[config.mk]
export PLATFORM = sky130hd
export DESIGN_NAME = pllddl_top
export DESIGN_NICKNAME = d
export VERILOG_FILES = /design/src/verilog/pllddl_pkg.sv /design/src/verilog/pllddl_pulse_div.sv /design/src/verilog/pllddl_top.sv
export SDC_FILE = /design/constraint.sdc
export NUM_CORES = 1
export LEC_CHECK = 0
export BUFFER_PORTS_ARGS = -buffer_cell sky130_fd_sc_hd__buf_2
export CORE_MARGIN = 4
export CORE_UTILIZATION = 35
export DETAILED_ROUTE_END_ITERATION = 8
export HOLD_SLACK_MARGIN = 0.02
export SETUP_SLACK_MARGIN = 0.1
export SYNTH_ARGS = -nofsm -noshare
export SYNTH_HDL_FRONTEND = slang
export SYNTH_SLANG_ARGS = --single-unit
[constraint.sdc]
create_clock -name CLK_IN -period 7.4 [get_ports CLK_IN]
set_input_delay 1.11 -clock CLK_IN [delete_from_list [all_inputs] [get_ports CLK_IN]]
set_output_delay 1.11 -clock CLK_IN [all_outputs]
set_load 0.005 [all_outputs]
[src/verilog/pllddl_pkg.sv]
package pllddl_pkg;

    // ------------------------------------------------------------
    // Register map (byte addresses, one word each)
    // ------------------------------------------------------------
    localparam int ADDR_W = 6;
    localparam logic [5:0] OFS_PRESCALE = 6'h00;
    localparam logic [5:0] OFS_A_COUNT = 6'h04;
    localparam logic [5:0] OFS_B_COUNT = 6'h08;
    localparam logic [5:0] OFS_R_COUNT = 6'h0c;
    localparam logic [5:0] OFS_DELAY = 6'h10;
    localparam logic [5:0] OFS_LOCK_CFG = 6'h14;
    localparam logic [5:0] OFS_PIN_SEL = 6'h18;
    localparam logic [5:0] OFS_STATUS = 6'h1c;
    localparam logic [5:0] OFS_IRQ_STAT = 6'h20;
    localparam logic [5:0] OFS_IRQ_MASK = 6'h24;

    // ------------------------------------------------------------
    // Field widths and positions
    // ------------------------------------------------------------
    localparam int A_W = 6;
    localparam int B_W = 13;
    localparam int R_W = 14;
    localparam int N_W = 18;
    localparam int PH_W = 8;
    localparam int DLY_REF_LSB = 0;
    localparam int DLY_REF_EN = 3;
    localparam int DLY_FB_LSB = 4;
    localparam int DLY_FB_EN = 7;
    localparam int LCK_ABL_LSB = 0;
    localparam int LCK_WIN_BIT = 4;
    localparam int LCK_CNT_LSB = 5;
    localparam int PIN_LD_LSB = 0;
    localparam int PIN_ST_LSB = 2;
    localparam int PIN_RM_LSB = 4;
    localparam int IRQ_GAIN = 0;
    localparam int IRQ_LOSS = 1;
    localparam int IRQ_BADDIV = 2;
    localparam int STS_LOCK = 0;
    localparam int STS_BADDIV = 1;
    localparam int STS_N_LSB = 8;

    // ------------------------------------------------------------
    // Reset values
    // ------------------------------------------------------------
    localparam logic [2:0] RST_PRESCALE = 3'h1;
    localparam logic [A_W-1:0] RST_A_COUNT = 6'h00;
    localparam logic [B_W-1:0] RST_B_COUNT = 13'h0003;
    localparam logic [R_W-1:0] RST_R_COUNT = 14'h0001;
    localparam logic [7:0] RST_DELAY = 8'h00;
    localparam logic [6:0] RST_LOCK_CFG = 7'h00;
    localparam logic [5:0] RST_PIN_SEL = 6'h00;

    // ------------------------------------------------------------
    // Lock window figures in phase error units, lock counts in detector cycles
    // ------------------------------------------------------------
    localparam logic [PH_W-1:0] LOCK_THR_NARROW = 8'h04;
    localparam logic [PH_W-1:0] LOCK_THR_WIDE = 8'h0c;
    localparam logic [PH_W-1:0] ABL_STEP = 8'h02;
    localparam logic [PH_W-1:0] UNLOCK_MARGIN = 8'h06;
    localparam logic [7:0] LOCK_CNT_SEL0 = 8'h05;
    localparam logic [7:0] LOCK_CNT_SEL1 = 8'h10;
    localparam logic [7:0] LOCK_CNT_SEL2 = 8'h40;
    localparam logic [7:0] LOCK_CNT_SEL3 = 8'hff;

    // ------------------------------------------------------------
    // Types
    // ------------------------------------------------------------
    typedef enum logic [2:0] {
        PRE_FD1 = 3'h0, PRE_FD2 = 3'h1, PRE_FD3 = 3'h2, PRE_DM2 = 3'h3,
        PRE_DM4 = 3'h4, PRE_DM8 = 3'h5, PRE_DM16 = 3'h6, PRE_DM32 = 3'h7
    } pllddl_pre_t;

    typedef enum logic [1:0] {
        PIN_LOW = 2'h0, PIN_LOCK = 2'h1, PIN_NLOCK = 2'h2, PIN_HIGH = 2'h3
    } pllddl_pinsel_t;

    typedef enum logic [1:0] {
        LD_ACQUIRE = 2'b01, LD_LOCKED = 2'b10
    } pllddl_lock_st_t;

endpackage : pllddl_pkg

[src/verilog/pllddl_pulse_div.sv]
`timescale 1ns/1ps
module pllddl_pulse_div #(
    parameter int CNT_W = 18
) (
    // Clock and reset
    input wire logic clk_in,
    input wire logic resetn_in,
    // Control
    input wire logic restart_in,
    input wire logic [CNT_W-1:0] ratio_in,
    // Edges in, divided edges out
    input wire logic tick_in,
    output logic pulse_out
);

    logic [CNT_W-1:0] count;
    logic last;

    // Ratio of 0 or 1 passes every edge
    assign last = (ratio_in <= CNT_W'(1)) || (count >= ratio_in - CNT_W'(1));

    always_ff @(posedge clk_in or negedge resetn_in) begin
        if (!resetn_in) begin
            count <= '0;
            pulse_out <= 1'b0;
        end else if (restart_in) begin
            count <= '0;
            pulse_out <= 1'b0;
        end else if (tick_in) begin
            pulse_out <= last;
            count <= last ? '0 : count + CNT_W'(1);
        end else begin
            pulse_out <= 1'b0;
        end
    end

endmodule : pllddl_pulse_div

[src/verilog/pllddl_top.sv]
// The implementer's own choices: the Avalon-MM register port and the register offsets.
`timescale 1ns/1ps
module pllddl_top
    import pllddl_pkg::*;
#(
    parameter logic [PH_W-1:0] P_LOCK_THR_NARROW = LOCK_THR_NARROW,
    parameter logic [PH_W-1:0] P_LOCK_THR_WIDE = LOCK_THR_WIDE,
    parameter logic [PH_W-1:0] P_UNLOCK_MARGIN = UNLOCK_MARGIN
) (
    // Clock and reset
    input wire logic CLK_IN,
    input wire logic RESETN_IN,
    // Avalon-MM slave
    input wire logic [ADDR_W-1:0] AVS_ADDRESS_IN,
    input wire logic AVS_READ_IN,
    input wire logic AVS_WRITE_IN,
    input wire logic [31:0] AVS_WRITEDATA_IN,
    input wire logic [3:0] AVS_BYTEENABLE_IN,
    output logic [31:0] AVS_READDATA_OUT,
    output logic AVS_WAITREQUEST_OUT,
    // Edge events from reference and oscillator
    input wire logic REF_TICK_IN,
    input wire logic FB_TICK_IN,
    // Detector cycle and its measured edge difference
    input wire logic PFD_CYCLE_IN,
    input wire logic [PH_W-1:0] PHASE_ERR_IN,
    // Divided edges to the detector
    output logic REF_PFD_OUT,
    output logic FB_PFD_OUT,
    // Delay cell controls
    output logic [2:0] REF_DELAY_SEL_OUT,
    output logic REF_DELAY_EN_OUT,
    output logic [2:0] FB_DELAY_SEL_OUT,
    output logic FB_DELAY_EN_OUT,
    // Output pins and interrupt
    output logic LOCK_INDICATOR_PIN_OUT,
    output logic STATUS_PIN_OUT,
    output logic REFERENCE_MONITOR_PIN_OUT,
    output logic IRQ_OUT
);

    // ------------------------------------------------------------
    // Declarations
    // ------------------------------------------------------------
    logic [2:0] pre_mode;
    logic [A_W-1:0] a_count;
    logic [B_W-1:0] b_count;
    logic [R_W-1:0] r_count;
    logic [7:0] delay_cfg;
    logic [6:0] lock_cfg;
    logic [5:0] pin_sel;
    logic [2:0] irq_stat;
    logic [2:0] irq_mask;
    logic [N_W-1:0] n_ratio;
    logic [N_W-1:0] next_n;
    logic [N_W-1:0] p_value;
    logic dual_mode;
    logic bad_div;
    logic bad_div_d;
    logic cfg_change;
    logic wr_fire;
    logic rd_take;
    logic [31:0] wr_merged;
    logic [31:0] next_rdata;
    logic [R_W-1:0] r_eff;
    pllddl_lock_st_t lock_state;
    logic locked;
    logic locked_d;
    logic [7:0] run_cnt;
    logic [7:0] need_cnt;
    logic [PH_W-1:0] lock_thr;
    logic [PH_W-1:0] unlock_thr;
    logic in_window;
    logic [2:0] irq_set;
    logic [2:0] irq_clr;

    // ------------------------------------------------------------
    // Bus slave
    // ------------------------------------------------------------
    // One wait state: request seen, then answer with waitrequest low
    always_ff @(posedge CLK_IN or negedge RESETN_IN) begin
        if (!RESETN_IN) begin
            AVS_WAITREQUEST_OUT <= 1'b1;
        end else if ((AVS_READ_IN || AVS_WRITE_IN) && AVS_WAITREQUEST_OUT) begin
            AVS_WAITREQUEST_OUT <= 1'b0;
        end else begin
            AVS_WAITREQUEST_OUT <= 1'b1;
        end
    end

    assign wr_fire = AVS_WRITE_IN && !AVS_WAITREQUEST_OUT;
    assign rd_take = AVS_READ_IN && AVS_WAITREQUEST_OUT;

    function automatic logic [31:0] be_merge(input logic [31:0] old_val,
                                             input logic [31:0] new_val,
                                             input logic [3:0] be);
        logic [31:0] m;
        m = {{8{be[3]}}, {8{be[2]}}, {8{be[1]}}, {8{be[0]}}};
        return (old_val & ~m) | (new_val & m);
    endfunction : be_merge

    always_comb begin
        unique case (AVS_ADDRESS_IN)
            OFS_PRESCALE: wr_merged = {29'h0, pre_mode};
            OFS_A_COUNT: wr_merged = {26'h0, a_count};
            OFS_B_COUNT: wr_merged = {19'h0, b_count};
            OFS_R_COUNT: wr_merged = {18'h0, r_count};
            OFS_DELAY: wr_merged = {24'h0, delay_cfg};
            OFS_LOCK_CFG: wr_merged = {25'h0, lock_cfg};
            OFS_PIN_SEL: wr_merged = {26'h0, pin_sel};
            OFS_IRQ_MASK: wr_merged = {29'h0, irq_mask};
            default: wr_merged = 32'h0;
        endcase
        wr_merged = be_merge(wr_merged, AVS_WRITEDATA_IN, AVS_BYTEENABLE_IN);
    end

    always_ff @(posedge CLK_IN or negedge RESETN_IN) begin
        if (!RESETN_IN) begin
            pre_mode <= RST_PRESCALE;
            a_count <= RST_A_COUNT;
            b_count <= RST_B_COUNT;
            r_count <= RST_R_COUNT;
            delay_cfg <= RST_DELAY;
            lock_cfg <= RST_LOCK_CFG;
            pin_sel <= RST_PIN_SEL;
            irq_mask <= 3'h0;
        end else if (wr_fire) begin
            unique case (AVS_ADDRESS_IN)
                OFS_PRESCALE: pre_mode <= wr_merged[2:0];
                OFS_A_COUNT: a_count <= wr_merged[A_W-1:0];
                OFS_B_COUNT: b_count <= wr_merged[B_W-1:0];
                OFS_R_COUNT: r_count <= wr_merged[R_W-1:0];
                OFS_DELAY: delay_cfg <= wr_merged[7:0];
                OFS_LOCK_CFG: lock_cfg <= wr_merged[6:0];
                OFS_PIN_SEL: pin_sel <= wr_merged[5:0];
                OFS_IRQ_MASK: irq_mask <= wr_merged[2:0];
                default: ;
            endcase
        end
    end

    // Unmapped addresses read as zero
    always_comb begin
        unique case (AVS_ADDRESS_IN)
            OFS_PRESCALE: next_rdata = {29'h0, pre_mode};
            OFS_A_COUNT: next_rdata = {26'h0, a_count};
            OFS_B_COUNT: next_rdata = {19'h0, b_count};
            OFS_R_COUNT: next_rdata = {18'h0, r_count};
            OFS_DELAY: next_rdata = {24'h0, delay_cfg};
            OFS_LOCK_CFG: next_rdata = {25'h0, lock_cfg};
            OFS_PIN_SEL: next_rdata = {26'h0, pin_sel};
            OFS_STATUS: next_rdata = {6'h0, n_ratio, 6'h0, bad_div, locked};
            OFS_IRQ_STAT: next_rdata = {29'h0, irq_stat};
            OFS_IRQ_MASK: next_rdata = {29'h0, irq_mask};
            default: next_rdata = 32'h0;
        endcase
    end

    always_ff @(posedge CLK_IN or negedge RESETN_IN) begin
        if (!RESETN_IN) begin
            AVS_READDATA_OUT <= 32'h0;
        end else if (rd_take) begin
            AVS_READDATA_OUT <= next_rdata;
        end
    end

    // ------------------------------------------------------------
    // Feedback divide ratio
    // ------------------------------------------------------------
    always_comb begin
        unique case (pre_mode)
            PRE_FD1: p_value = 18'h00001;
            PRE_FD2, PRE_DM2: p_value = 18'h00002;
            PRE_FD3: p_value = 18'h00003;
            PRE_DM4: p_value = 18'h00004;
            PRE_DM8: p_value = 18'h00008;
            PRE_DM16: p_value = 18'h00010;
            PRE_DM32: p_value = 18'h00020;
        endcase
    end

    assign dual_mode = pre_mode >= PRE_DM2;

    always_comb begin
        if (b_count == B_W'(1)) begin
            next_n = p_value;
        end else if (dual_mode) begin
            next_n = p_value * N_W'(b_count) + N_W'(a_count);
        end else begin
            next_n = p_value * N_W'(b_count);
        end
    end

    // A above B in dual mode is flagged, not corrected
    always_ff @(posedge CLK_IN or negedge RESETN_IN) begin
        if (!RESETN_IN) begin
            n_ratio <= N_W'(0);
            bad_div <= 1'b0;
            bad_div_d <= 1'b0;
        end else begin
            n_ratio <= next_n;
            bad_div <= dual_mode && (B_W'(a_count) > b_count);
            bad_div_d <= bad_div;
        end
    end

    // Divider setting writes restart dividers and lock search
    always_ff @(posedge CLK_IN or negedge RESETN_IN) begin
        if (!RESETN_IN) begin
            cfg_change <= 1'b1;
        end else begin
            cfg_change <= wr_fire && (AVS_ADDRESS_IN == OFS_PRESCALE
                || AVS_ADDRESS_IN == OFS_A_COUNT || AVS_ADDRESS_IN == OFS_B_COUNT
                || AVS_ADDRESS_IN == OFS_R_COUNT);
        end
    end

    // R of 0 and 1 both divide by one
    assign r_eff = (r_count == R_W'(0)) ? R_W'(1) : r_count;

    pllddl_pulse_div #(.CNT_W(R_W)) u_ref_div (
        .clk_in(CLK_IN),
        .resetn_in(RESETN_IN),
        .restart_in(cfg_change),
        .ratio_in(r_eff),
        .tick_in(REF_TICK_IN),
        .pulse_out(REF_PFD_OUT)
    );

    pllddl_pulse_div #(.CNT_W(N_W)) u_fb_div (
        .clk_in(CLK_IN),
        .resetn_in(RESETN_IN),
        .restart_in(cfg_change),
        .ratio_in(n_ratio),
        .tick_in(FB_TICK_IN),
        .pulse_out(FB_PFD_OUT)
    );

    // ------------------------------------------------------------
    // Delay cells
    // ------------------------------------------------------------
    // A disabled cell gets code zero so no stale trim leaks through
    always_ff @(posedge CLK_IN or negedge RESETN_IN) begin
        if (!RESETN_IN) begin
            REF_DELAY_SEL_OUT <= 3'h0;
            REF_DELAY_EN_OUT <= 1'b0;
            FB_DELAY_SEL_OUT <= 3'h0;
            FB_DELAY_EN_OUT <= 1'b0;
        end else begin
            REF_DELAY_EN_OUT <= delay_cfg[DLY_REF_EN];
            FB_DELAY_EN_OUT <= delay_cfg[DLY_FB_EN];
            REF_DELAY_SEL_OUT <= delay_cfg[DLY_REF_EN] ?
                delay_cfg[DLY_REF_LSB +: 3] : 3'h0;
            FB_DELAY_SEL_OUT <= delay_cfg[DLY_FB_EN] ?
                delay_cfg[DLY_FB_LSB +: 3] : 3'h0;
        end
    end

    // ------------------------------------------------------------
    // Lock detector
    // ------------------------------------------------------------
    always_comb begin
        lock_thr = (lock_cfg[LCK_WIN_BIT] ? P_LOCK_THR_WIDE : P_LOCK_THR_NARROW)
            + PH_W'(lock_cfg[LCK_ABL_LSB +: 2] * ABL_STEP);
        unlock_thr = lock_thr + P_UNLOCK_MARGIN
            + PH_W'(lock_cfg[LCK_CNT_LSB +: 2]);
        unique case (lock_cfg[LCK_CNT_LSB +: 2])
            2'h0: need_cnt = LOCK_CNT_SEL0;
            2'h1: need_cnt = LOCK_CNT_SEL1;
            2'h2: need_cnt = LOCK_CNT_SEL2;
            2'h3: need_cnt = LOCK_CNT_SEL3;
        endcase
    end

    assign in_window = PHASE_ERR_IN < lock_thr;
    assign locked = lock_state == LD_LOCKED;

    always_ff @(posedge CLK_IN or negedge RESETN_IN) begin
        if (!RESETN_IN) begin
            lock_state <= LD_ACQUIRE;
            run_cnt <= 8'h00;
        end else if (cfg_change) begin
            lock_state <= LD_ACQUIRE;
            run_cnt <= 8'h00;
        end else if (PFD_CYCLE_IN) begin
            unique case (lock_state)
                LD_ACQUIRE: begin
                    if (!in_window) begin
                        run_cnt <= 8'h00;
                    end else if (run_cnt >= need_cnt - 8'h01) begin
                        lock_state <= LD_LOCKED;
                        run_cnt <= 8'h00;
                    end else begin
                        run_cnt <= run_cnt + 8'h01;
                    end
                end
                LD_LOCKED: begin
                    if (PHASE_ERR_IN > unlock_thr) begin
                        lock_state <= LD_ACQUIRE;
                    end
                end
                default: begin
                    lock_state <= LD_ACQUIRE;
                    run_cnt <= 8'h00;
                end
            endcase
        end
    end

    // ------------------------------------------------------------
    // Pin routing
    // ------------------------------------------------------------
    function automatic logic pin_drive(input logic [1:0] sel, input logic lk);
        unique case (pllddl_pinsel_t'(sel))
            PIN_LOW: return 1'b0;
            PIN_LOCK: return lk;
            PIN_NLOCK: return !lk;
            PIN_HIGH: return 1'b1;
        endcase
    endfunction : pin_drive

    always_ff @(posedge CLK_IN or negedge RESETN_IN) begin
        if (!RESETN_IN) begin
            LOCK_INDICATOR_PIN_OUT <= 1'b0;
            STATUS_PIN_OUT <= 1'b0;
            REFERENCE_MONITOR_PIN_OUT <= 1'b0;
        end else begin
            LOCK_INDICATOR_PIN_OUT <= pin_drive(pin_sel[PIN_LD_LSB +: 2], locked);
            STATUS_PIN_OUT <= pin_drive(pin_sel[PIN_ST_LSB +: 2], locked);
            REFERENCE_MONITOR_PIN_OUT <= pin_drive(pin_sel[PIN_RM_LSB +: 2], locked);
        end
    end

    // ------------------------------------------------------------
    // Interrupts
    // ------------------------------------------------------------
    assign irq_set[IRQ_GAIN] = locked && !locked_d;
    assign irq_set[IRQ_LOSS] = !locked && locked_d;
    assign irq_set[IRQ_BADDIV] = bad_div && !bad_div_d;
    assign irq_clr = (wr_fire && AVS_ADDRESS_IN == OFS_IRQ_STAT && AVS_BYTEENABLE_IN[0]) ?
        AVS_WRITEDATA_IN[2:0] : 3'h0;

    // Set wins over a clear in the same cycle
    always_ff @(posedge CLK_IN or negedge RESETN_IN) begin
        if (!RESETN_IN) begin
            locked_d <= 1'b0;
            irq_stat <= 3'h0;
            IRQ_OUT <= 1'b0;
        end else begin
            locked_d <= locked;
            irq_stat <= (irq_stat & ~irq_clr) | irq_set;
            IRQ_OUT <= |(irq_stat & irq_mask);
        end
    end
endmodule : pllddl_top

==> results of run 1 <==
-- layer usage --
layer / wire (µm) / share of wire, %
met5: 0 / 0
met4: 480 / 1.5
met3: 896 / 2.8
met2: 15600 / 48
met1: 15400 / 47
-- flip-flops by register name (all words and copies together), names as in the netlist, 2 cells and up --
register           cells
irq_mask               3
AVS_READDATA_OUT      26
b_count               13
delay_cfg              8
n_ratio               18
u_fb_div.count        18
pin_sel                6
pre_mode               3
u_ref_div.count       14
FB_DELAY_SEL_OUT       3
r_count               14
lock_state             2
a_count                6
REF_DELAY_SEL_OUT      3
run_cnt                8
irq_stat               3
lock_cfg               7
-- layout by cell type, fill, tap and decap left out, types with 5 or more instances in the layout --
master     Yosys  final
a22oi_1        5      5
nor3b_1        9      9
buf_2          9     76
and3_1        18     18
nand3_1       21     21
a21o_1        28     28
buf_4          6     11
o21ai_0       79     79
mux2i_1       15     15
o21a_1        13     13
mux2_2        56     56
inv_1        115    115
or4_1          5      5
o22ai_1        6      6
a32o_1        10     10
a22o_1         6      6
ha_1         136    136
or3_1         20     20
a221oi_1       8      8
nand2b_1       9      9
nand2_1      180    180
nor3_1        53     53
nand4_1       22     22
clkbuf_16      0     17
dfrtp_1      161    161
and2_1        57     57
nor2b_1        9      9
dfstp_2        7      7
a222oi_1       8      8
conb_1         1      6
a211oi_1       7      7
nor4_1        16     15
a21oi_1       55     55
fa_1          44     44
nor2_1        57     57
xnor2_1       36     36
o31ai_1        6      6
xor2_1        21     21
-- power groups by stage --
stage                     Combinational [W]  Sequential, W  Clock, W
after floorplan                    0.000443        0.00103         0
after global placement             0.000564        0.00106         0
after detailed placement           0.000577        0.00106         0
after CTS                          0.000581        0.00104  0.000974
after global routing               0.000661        0.00105   0.00101
final                              0.000577        0.00105  0.000952
-- how the worst max path moves through the flow --
stage | to | slack, ns | cells after the start
6_report | n_ratio[17] | 1.06 | 18
5_1_grt | n_ratio[17] | 0.78 | 20
4_1_cts | n_ratio[17] | 1.13 | 18
3_5_place_dp | n_ratio[17] | 1.17 | 21
3_3_place_gp | n_ratio[17] | 1.24 | 21
2_1_floorplan | n_ratio[17] | 1.40 | 22
-- metrics by stage --
stage	std cells	hold slack, ns
floorplan	1425	0.375
global placement	1917	0.411
detailed placement	1917	0.432
CTS	1949	0.421
global route	1949	0.463
finish	1949	0.421
-- logic make-up after synthesis --
group	synth area share (%)
compound gates	13.6
mux	6.16
simple gates	18.9
other cells	0.0287
flops	32.3
buf+inv	5.45
fa+ha+maj	19.8
xor+xnor	3.83
-- layout make-up --
cell class,instances,area (µm²)
inverters,116,435
clock inverters,15,209
flip-flops and latches,168,4210
multi-input cells,1077,8150
clock buffers,17,425
repair buffers,88,474
well taps,468,586
fillers,3618,22200
-- critical path: cells and delay by family (launching register included) --
family          cells  cell delay (ns)
compound gates      3             0.99
flops               1             0.74
fa+ha+maj           6             2.66
mux                 1             0.22
buf+inv             3             0.16
simple gates        5             1.48
==> reports/results.txt, run 1 <==
Final core occ: 39.5%
CTS Buf Count: 17
Ys Warns: 0
Dpl hpwl: 24.5 mm
NumNets Final: 1,705
Die Area: 40,400 µm²
EDFF count, synth: 0
# rows: 70
Fmax achieved: 158 MHz
Vias in the first global route: 10,406
Post-CTS Hold Buffers: 0
Wire per inst: 16.6 µm
Ant diodes: 0
Gate count after technology mapping: 1,420
Capturing point of the worst reg2reg path: n_ratio[17]
Syn Area/Cell: 9.19 µm²
Hold depth: 1
Setup WS post-layout: 1.06 ns
Yosys top cell area share: 30.9%
Final TNS setup: 0 ns
Worst Hold End: irq_stat[2]
Largest net degree at the start of global routing: 101
Skew-Pair Late Insertion Delay: 0.43 ns
Worst ir drop on vdd: 162 µV
Root Buffer: clkbuf_16
Final Setup Violations: 0
Clock sinks: 168
Pins over their slew limit: 0
Worst hold path class: flop to flop
Die height: 201 µm
Required time of the critical path: 7.75 ns
Post-synth ARST share: 100%
First-pass detailed-route iteration total: 6
Clock transition at path regs: 0.07 ns
Cell variety after synth: 69
IO Pins: 104
CORE AREA: 36,700 µm²
Critical path arrival: 6.69 ns
Post-CTS Repair Setup Buffers: 0
Max-Slew Margin vs Limit: 22.6%
Number of synthesized register bits: 168
P per Cell Area: 178 nW/µm²
Crit path largest cell delay: 0.74 ns
CP Cell Sequence: and3_1 -> nand2_1 -> fa_1 -> inv_1 -> fa_1 -> ha_1 -> fa_1 -> inv_1 -> fa_1 -> inv_1 -> ha_1 -> a211oi_1 -> nand3_1 -> o2bb2ai_1 -> o22a_1 -> nand4_1 -> nor4_1 -> mux2i_1
Quantity of gates resized following cts: 0
Unrepaired setup endpoints after global routing: no
Met1 Use GR: 22.5%
Area leader, netlist: dfrtp_1
First-pass GRT wire length: 54.0 mm
Post-route DRC: 0
Starting Density: 35.5%
Internal power: 0.00174 W
Placement Setup Slack: 1.17 ns
CP most frequent cell: fa_1
FF-to-FF Start: pre_mode[0]
Global routing's busiest layer: met2
Clock Skew: 0.0125 ns
GR Overflow Total: 0
GRT Util Overall: 15.9%
CP endpoint kind: flop
Startpoint Class: flop
Share of layout cells above drive strength 1: 13.2%
Hold Startpoint: bad_div_d
Switch Pwr: 0.000839 W
Worst path slowest cell: dfstp_2
Met2 usage: 26.5%
Sequential area share after synthesis: 32.3%
Comb power frac: 22.4%
Synth Cell Area: 13,000 µm²
CTS tree: done
Grt met3 use: 1.60%
Vias: 10,382
Area after DPL: 13,900 µm²
Design Power: 0.00257 W
Fin crit period: 6.34 ns
Initial antenna violation count: 0
Outcome: complete, no violations
Area contributors post-synth: dfrtp_1 (31%), ha_1 (13%), fa_1 (6.8%)
Die width: 201 µm
CTS H-tree lvls: 4
Area delta synth->final: 11.1%
Via count normalized by instance count: 5.33
Hold Vio Cnt, Final: 0
CP Launch Point: pre_mode[0]
Count of antenna-violating nets left after detailed routing: 0
RD Place Congestion: 0.856
Slew @ Worst Pin: 1.15 ns
Reg power frac: 40.6%
Post-synth top flop: dfrtp_1
DRT iter0 DRCs: 634
Most frequent cell after synthesis: nand2_1
Finished Cell Area: 14,500 µm²
Clock power frac: 37.0%
R2R Setup Slk: 1.06 ns
Critical path class: flop to flop
Total wire length: 32.4 mm
Max Fanout on Critical Path: 18
Buffers on Ports: 77
Sw Ratio: 32.6%
Leakage: 7.23 nW
Max-Cap Viols: 0
Tcrit/Tclk final: 85.7%
CTS Buffer Depth: 2
Most common library cells after synthesis: nand2_1 (180), dfrtp_1 (161), ha_1 (136)
R2R depth: 18
No activity file was read; power rests on OpenSTA's default activity.
==> inputs of run 2 (changes only) <==
CORE_ASPECT_RATIO = 1.75   (was not set)
==> run 2 against run 1 <==
Critical path depth is 2 higher. Critical endpoint is now n_ratio[11]. Design area is 0.23% lower. Via count is 1.7% higher. Clock skew is 0.0019 ns lower. Clock power is 5.0% lower. First-iteration DRC count is 16% lower. Utilization is 0.17 points lower. Sequential power hardly changed.
==> reports/results.txt, run 2 (synthesized netlist as in run 1, its figures left out) <==
Outcome: complete, no violations
Critical path class: flop to flop
Final Setup Violations: 0 (unchanged)
FF-to-FF Start: pre_mode[0]
Post-route DRC: 0 (unchanged)
NumNets Final: 1,705 (unchanged)
Vias: 10,563 (+1.7%)
R2R depth: 20 (+2)
CTS tree: done
Placement Setup Slack: 1.04 ns (-0.136 ns)
CTS Buf Count: 17 (unchanged)
Die height: 263 µm (+31%)
Most common cell after layout, fill and taps aside: nand2_1
Wire per inst: 17.4 µm (+4.9%)
Share of layout cells above drive strength 1: 13.2% (unchanged)
Via count normalized by instance count: 5.40 (+1.4%)
Root Buffer: clkbuf_16
Slew @ Worst Pin: 1.14 ns (-0.00387 ns)
Fin crit period: 6.40 ns (+0.0547 ns)
Hold Vio Cnt, Final: 0 (unchanged)
First-pass GRT wire length: 55.7 mm (+3.1%)
Ant diodes: 0 (unchanged)
Leakage: 7.22 nW (-0.16%)
Required time of the critical path: 7.73 ns (-0.02 ns)
Max-Cap Viols: 0 (unchanged)
Total wire length: 34.1 mm (+5.3%)
Quantity of gates resized following cts: 0 (unchanged)
Number of flip-flops in the largest register: 26 (unchanged)
Final TNS setup: 0 ns (unchanged)
Worst Hold End: bad_div_d
RD Place Congestion: 0.871 (+1.7%)
# rows: 93 (+33%)
Hold Startpoint: bad_div
Capturing point of the worst reg2reg path: n_ratio[11]
Max Fanout on Critical Path: 18 (unchanged)
Worst hold path class: flop to flop
CP endpoint kind: flop
IO Pins: 104 (unchanged)
Max-Slew Margin vs Limit: 22.9% (+0.26 points)
GRT Util Overall: 16.8% (+0.90 points)
Clock sinks: 168 (unchanged)
First-pass detailed-route iteration total: 7 (+1)
Clock transition at path regs: 0.07 ns (about the same)
GR Overflow Total: 0 (unchanged)
Buffers on Ports: 77 (unchanged)
Tcrit/Tclk final: 86.4% (+0.74 points)
Vias in the first global route: 10,882 (+4.6%)
Metal2 WL: 19.1 mm (+22%)
CTS H-tree lvls: 4 (unchanged)
Largest Register: AVS_READDATA_OUT
Largest net degree at the start of global routing: 70 (-31%)
Fmax achieved: 156 MHz (-0.86%)
Dpl hpwl: 26.7 mm (+9.1%)
Die Area: 40,500 µm² (+0.30%)
Post-CTS Hold Buffers: 0 (unchanged)
Top Registers: AVS_READDATA_OUT: 26 flops, n_ratio: 18 flops, u_fb_div.count: 18 flops
DRT iter0 DRCs: 535 (-16%)
Initial antenna violation count: 0 (unchanged)
Clock Skew: 0.0107 ns (-0.00188 ns)
Pins over their slew limit: 0 (unchanged)
Post-CTS Repair Setup Buffers: 0 (unchanged)
Commonest non-fill, non-tap cells in the layout: nand2_1 (180), dfrtp_1 (161), ha_1 (136)
Starting Density: 35.5% (-0.070 points)
Worst ir drop on vdd: 166 µV (+2.6%)
Die width: 154 µm (-23%)
Skew-Pair Late Insertion Delay: 0.44 ns (about the same)
Highest routed layer: met4
P per Cell Area: 175 nW/µm² (-1.4%)
Wl on met1: 12.9 mm (-16%)
R2R Setup Slk: 1.00 ns (-0.05 ns)
Area delta synth->final: 10.8%
CORE AREA: 36,800 µm² (+0.20%)
Unrepaired setup endpoints after global routing: no
CTS Buffer Depth: 2 (unchanged)
Met3 wire length: 743 µm (-17%)
Setup WS post-layout: 1.00 ns (-0.0547 ns)
Critical path arrival: 6.72 ns (+0.03 ns)
Count of antenna-violating nets left after detailed routing: 0 (unchanged)
Startpoint Class: flop
Hold depth: 0 (-1)
-- run 2: area by class of cell --
class	count	area, µm²
flip-flops and latches	168	4210
clock inverters	14	153
multi-input cells	1077	8150
repair buffers	88	474
inverters	116	435
well taps	475	594
fillers	3705	22300
clock buffers	18	439
-- run 2: routing by layer --
metal	GRT usage (%)	vias to the layer above
li1	-	5070
met1	17.9	5208
met2	32.6	212
met3	1.88	73
met4	7.64	0
met5	0	-
-- run 2: worst max path at each step --
stage	from	endpoint	slack (ns)
6_report	pre_mode[0]	n_ratio[11]	1.00
5_1_grt	pre_mode[0]	n_ratio[17]	0.52
4_1_cts	pre_mode[0]	n_ratio[17]	1.02
3_5_place_dp	pre_mode[0]	n_ratio[11]	1.04
3_3_place_gp	pre_mode[0]	n_ratio[17]	1.11
2_1_floorplan	pre_mode[0]	n_ratio[17]	1.40
-- run 2: power breakdown --
group | total [W] | switching, W | leakage [nW] | internal, W
sequential | 0.00105 | 0.0000758 | 2.28 | 0.000971
combinational | 0.000581 | 0.000335 | 4.64 | 0.000246
clock | 0.000904 | 0.000416 | 0.290 | 0.000488
-- run 2: per-stage QoR --
| step | hold WS [ns] | utilization [%] | total power [W] | instances | area [µm²] |
|---|---|---|---|---|---|
| after floorplan | 0.375 | - | 0.00147 | 1425 | 13100 |
| after global placement | 0.395 | 37.7 | 0.00163 | 1924 | 13900 |
| after detailed placement | 0.391 | 37.7 | 0.00165 | 1924 | 13900 |
| after CTS | 0.408 | 39.3 | 0.00255 | 1956 | 14500 |
| after global routing | 0.419 | 39.3 | 0.00267 | 1956 | 14500 |
| final | 0.404 | 39.3 | 0.00253 | 1956 | 14500 |
-- run 2: critical path, stage by stage, from the launching register on --
cell and delay (ns):
dfstp_2 0.72, nor2_1 0.15, nor2_1 0.68, nand2_1 0.17, fa_1 0.52, fa_1 0.44
inv_1 0.06, ha_1 0.22, ha_1 0.21, fa_1 0.53, inv_1 0.07, fa_1 0.55
inv_1 0.05, ha_1 0.32, o21a_1 0.13, nor2_1 0.06, a2111oi_2 0.50, nand2_1 0.14
a21o_2 0.27, or3_1 0.30, and3_1 0.17
==> inputs of run 3 (changes only) <==
GPL_TIMING_DRIVEN = 0   (was not set)
clock period = 5.61 ns   (was 7.4 ns; I/O delays follow)
==> run 3 against run 2 <==
Combinational power increased by 46%. Count of clock-buffer cells in the layout increased by 2. Final cell count increased by 4.6%. Routed wire length increased by 8.6%. Sequential share of layout area decreased by 2.1 points. Non-clock buffer count increased by 89. Critical path depth increased by 3. Clock skew increased by 0.0015 ns. Die area unchanged. Clock power increased by 44%. Design area increased by 7.9%. Critical endpoint is now n_ratio[16]. Largest cell class unchanged. Largest power group unchanged. Highest routed layer unchanged.
==> reports/results.txt, run 3 (synthesized netlist as in run 1, its figures left out) <==
Final TNS setup: 0 ns (unchanged)
First-pass GRT wire length: 60.2 mm (+8.2%)
Max-Cap Viols: 0 (unchanged)
Total wire length: 37.0 mm (+8.6%)
Max-Slew Margin vs Limit: 19.1% (-3.8 points)
Die height: 263 µm (unchanged)
Starting Density: 35.5% (unchanged)
Clock Skew: 0.0122 ns (+0.00153 ns)
Ant diodes: 0 (unchanged)
GRT Util Overall: 18.4% (+1.6 points)
Clock transition at path regs: 0.07 ns (about the same)
CTS tree: done
Tcrit/Tclk final: 99.1% (+13 points)
Pins over their slew limit: 0 (unchanged)
Fin crit period: 5.56 ns (-0.834 ns)
Wire per inst: 18.1 µm (+3.9%)
Final Non-Filler Cells: 2,045 (+4.6%)
Die width: 154 µm (unchanged)
First-pass detailed-route iteration total: 7 (unchanged)
CTS Buf Count: 17 (unchanged)
CTS H-tree lvls: 4 (unchanged)
Max Fanout on Critical Path: 6 (-12)
P per Cell Area: 226 nW/µm² (+29%)
Placement Setup Slack: -0.735 ns (-1.77 ns)
Initial antenna violation count: 0 (unchanged)
Root Buffer: clkbuf_16
Worst hold path class: input pin to async pin
Hold Vio Cnt, Final: 0 (unchanged)
Post-route DRC: 0 (unchanged)
Worst ir drop on vdd: 243 µV (+46%)
RD Place Congestion: 0.883 (+1.4%)
DRT iter0 DRCs: 612 (+14%)
Clock sinks: 168 (unchanged)
CP most frequent cell: fa_1
Largest Register: AVS_READDATA_OUT
# rows: 93 (unchanged)
GR Overflow Total: 0 (unchanged)
Setup WS post-layout: 0.0481 ns (-0.956 ns)
Outcome: complete, no violations
Largest net degree at the start of global routing: 99 (+41%)
Count of antenna-violating nets left after detailed routing: 0 (unchanged)
Startpoint Class: flop
Crit-path leading delay family: adder cells
Most common cell after layout, fill and taps aside: nand2_1
Placed Cells: 1,975 (+2.7%)
Leakage: 7.62 nW (+5.6%)
Final core occ: 42.4% (+3.1 points)
Skew-Pair Late Insertion Delay: 0.44 ns (about the same)
Final Setup Violations: 0 (unchanged)
Buffers on Ports: 74 (-3.9%)
Post-CTS Hold Buffers: 0 (unchanged)
Commonest non-fill, non-tap cells in the layout: nand2_1 (174), dfrtp_1 (161), ha_1 (125)
Top Registers: AVS_READDATA_OUT: 26 flops, n_ratio: 18 flops, u_fb_div.count: 18 flops
Worst path slowest cell: dfstp_2
Critical path class: flop to flop
Area after DPL: 14,100 µm² (+2.0%)
Slew @ Worst Pin: 1.20 ns (+0.0526 ns)
Number of flip-flops in the largest register: 26 (unchanged)
Die Area: 40,500 µm² (unchanged)
CP endpoint kind: flop
Required time of the critical path: 5.97 ns (-1.76 ns)
IO Pins: 104 (unchanged)
Fmax achieved: 180 MHz (+15%)
CTS Buffer Depth: 2 (unchanged)
Area delta synth->final: 19.5%
CP Cell Sequence: buf_8 -> clkbuf_16 -> nand2_8 -> nor2_4 -> nand2_2 -> fa_1 -> inv_1 -> fa_1 -> ha_1 -> fa_1 -> inv_1 -> fa_1 -> inv_2 -> ha_4 -> buf_8 -> o21a_1 -> o21a_1 -> o22ai_4 -> xnor2_2 -> nand4_1 -> buf_4 -> nor3_1 -> mux2i_1
Crit path largest cell delay: 0.54 ns (-0.18 ns)
Share of layout cells above drive strength 1: 19.9% (+6.6 points)
Dpl hpwl: 28.9 mm (+8.0%)
Critical path arrival: 5.92 ns (-0.80 ns)
Via count normalized by instance count: 5.34 (-1.1%)
NumNets Final: 1,794 (+5.2%)
Unrepaired setup endpoints after global routing: yes
Finished Cell Area: 15,600 µm² (+7.9%)
Vias: 10,917 (+3.4%)
Vias in the first global route: 11,530 (+6.0%)
Buffers and inverters on the worst path: 7 (+4)
CORE AREA: 36,800 µm² (unchanged)
## run 3: layer usage
| metal | global-route usage [%] | part of all wire (%) |
|---|---|---|
| met3 | 2.15 | 2.5 |
| met5 | 0 | 0 |
| met2 | 35.7 | 56 |
| met4 | 9.03 | 5.1 |
| met1 | 19.1 | 36 |
## run 3: metrics by stage
stage	power [W]	hold slack [ns]
final	0.00352	0.329
after global routing	0.00371	0.370
after detailed placement	0.00220	0.410
after floorplan	0.00195	0.375
after CTS	0.00354	0.348
after global placement	0.00217	0.396
## run 3: power breakdown
part | total (W) | switching (W) | internal, W
Sequential | 0.00137 | 0.0000864 | 0.00128
Clock | 0.00130 | 0.000522 | 0.000777
Combinational | 0.000850 | 0.000486 | 0.000363
## run 3: worst paths after layout
kind	from	end	slack, ns	cells past startpoint
min in group CLK_IN	bad_div	bad_div_d	0.42	0
hold / removal	RESETN_IN	AVS_READDATA_OUT[2]	0.33	1
setup reg to reg	pre_mode[0]	n_ratio[16]	0.05	23
setup / recovery	pre_mode[0]	n_ratio[16]	0.05	23
hold reg to reg	bad_div	bad_div_d	0.42	0
max in group asynchronous	RESETN_IN	u_fb_div.count[15]	4.38	2
## run 3: timing repair
item                                    in CTS  in global routing
setup buffers                               31                  8
pin swaps                                   40                 21
gates cloned                                 1                  0
endpoints found under the setup margin      11                  9
resized for setup                           73                 41
## run 3: worst reg2reg max path, stage by stage, from the launching register on
cell	delay, ns
dfstp_2	0.54
buf_8	0.13
clkbuf_16	0.16
nand2_8	0.07
nor2_4	0.18
nand2_2	0.08
fa_1	0.51
inv_1	0.05
fa_1	0.44
ha_1	0.33
fa_1	0.54
inv_1	0.05
fa_1	0.54
inv_2	0.06
ha_4	0.22
buf_8	0.12
o21a_1	0.16
o21a_1	0.19
o22ai_4	0.21
xnor2_2	0.14
nand4_1	0.18
buf_4	0.18
nor3_1	0.22
mux2i_1	0.21
## run 3: cell type report
| class | count | area (µm²) |
|---|---|---|
| Clock inverter | 12 | 190 |
| Tap cell | 475 | 594 |
| Inverter | 116 | 435 |
| Multi-Input combinational cell | 1077 | 8570 |
| Sequential cell | 168 | 4210 |
| Buffer | 63 | 415 |
| Fill cell | 3621 | 21200 |
| Timing Repair Buffer | 114 | 721 |
| Clock buffer | 20 | 457 |
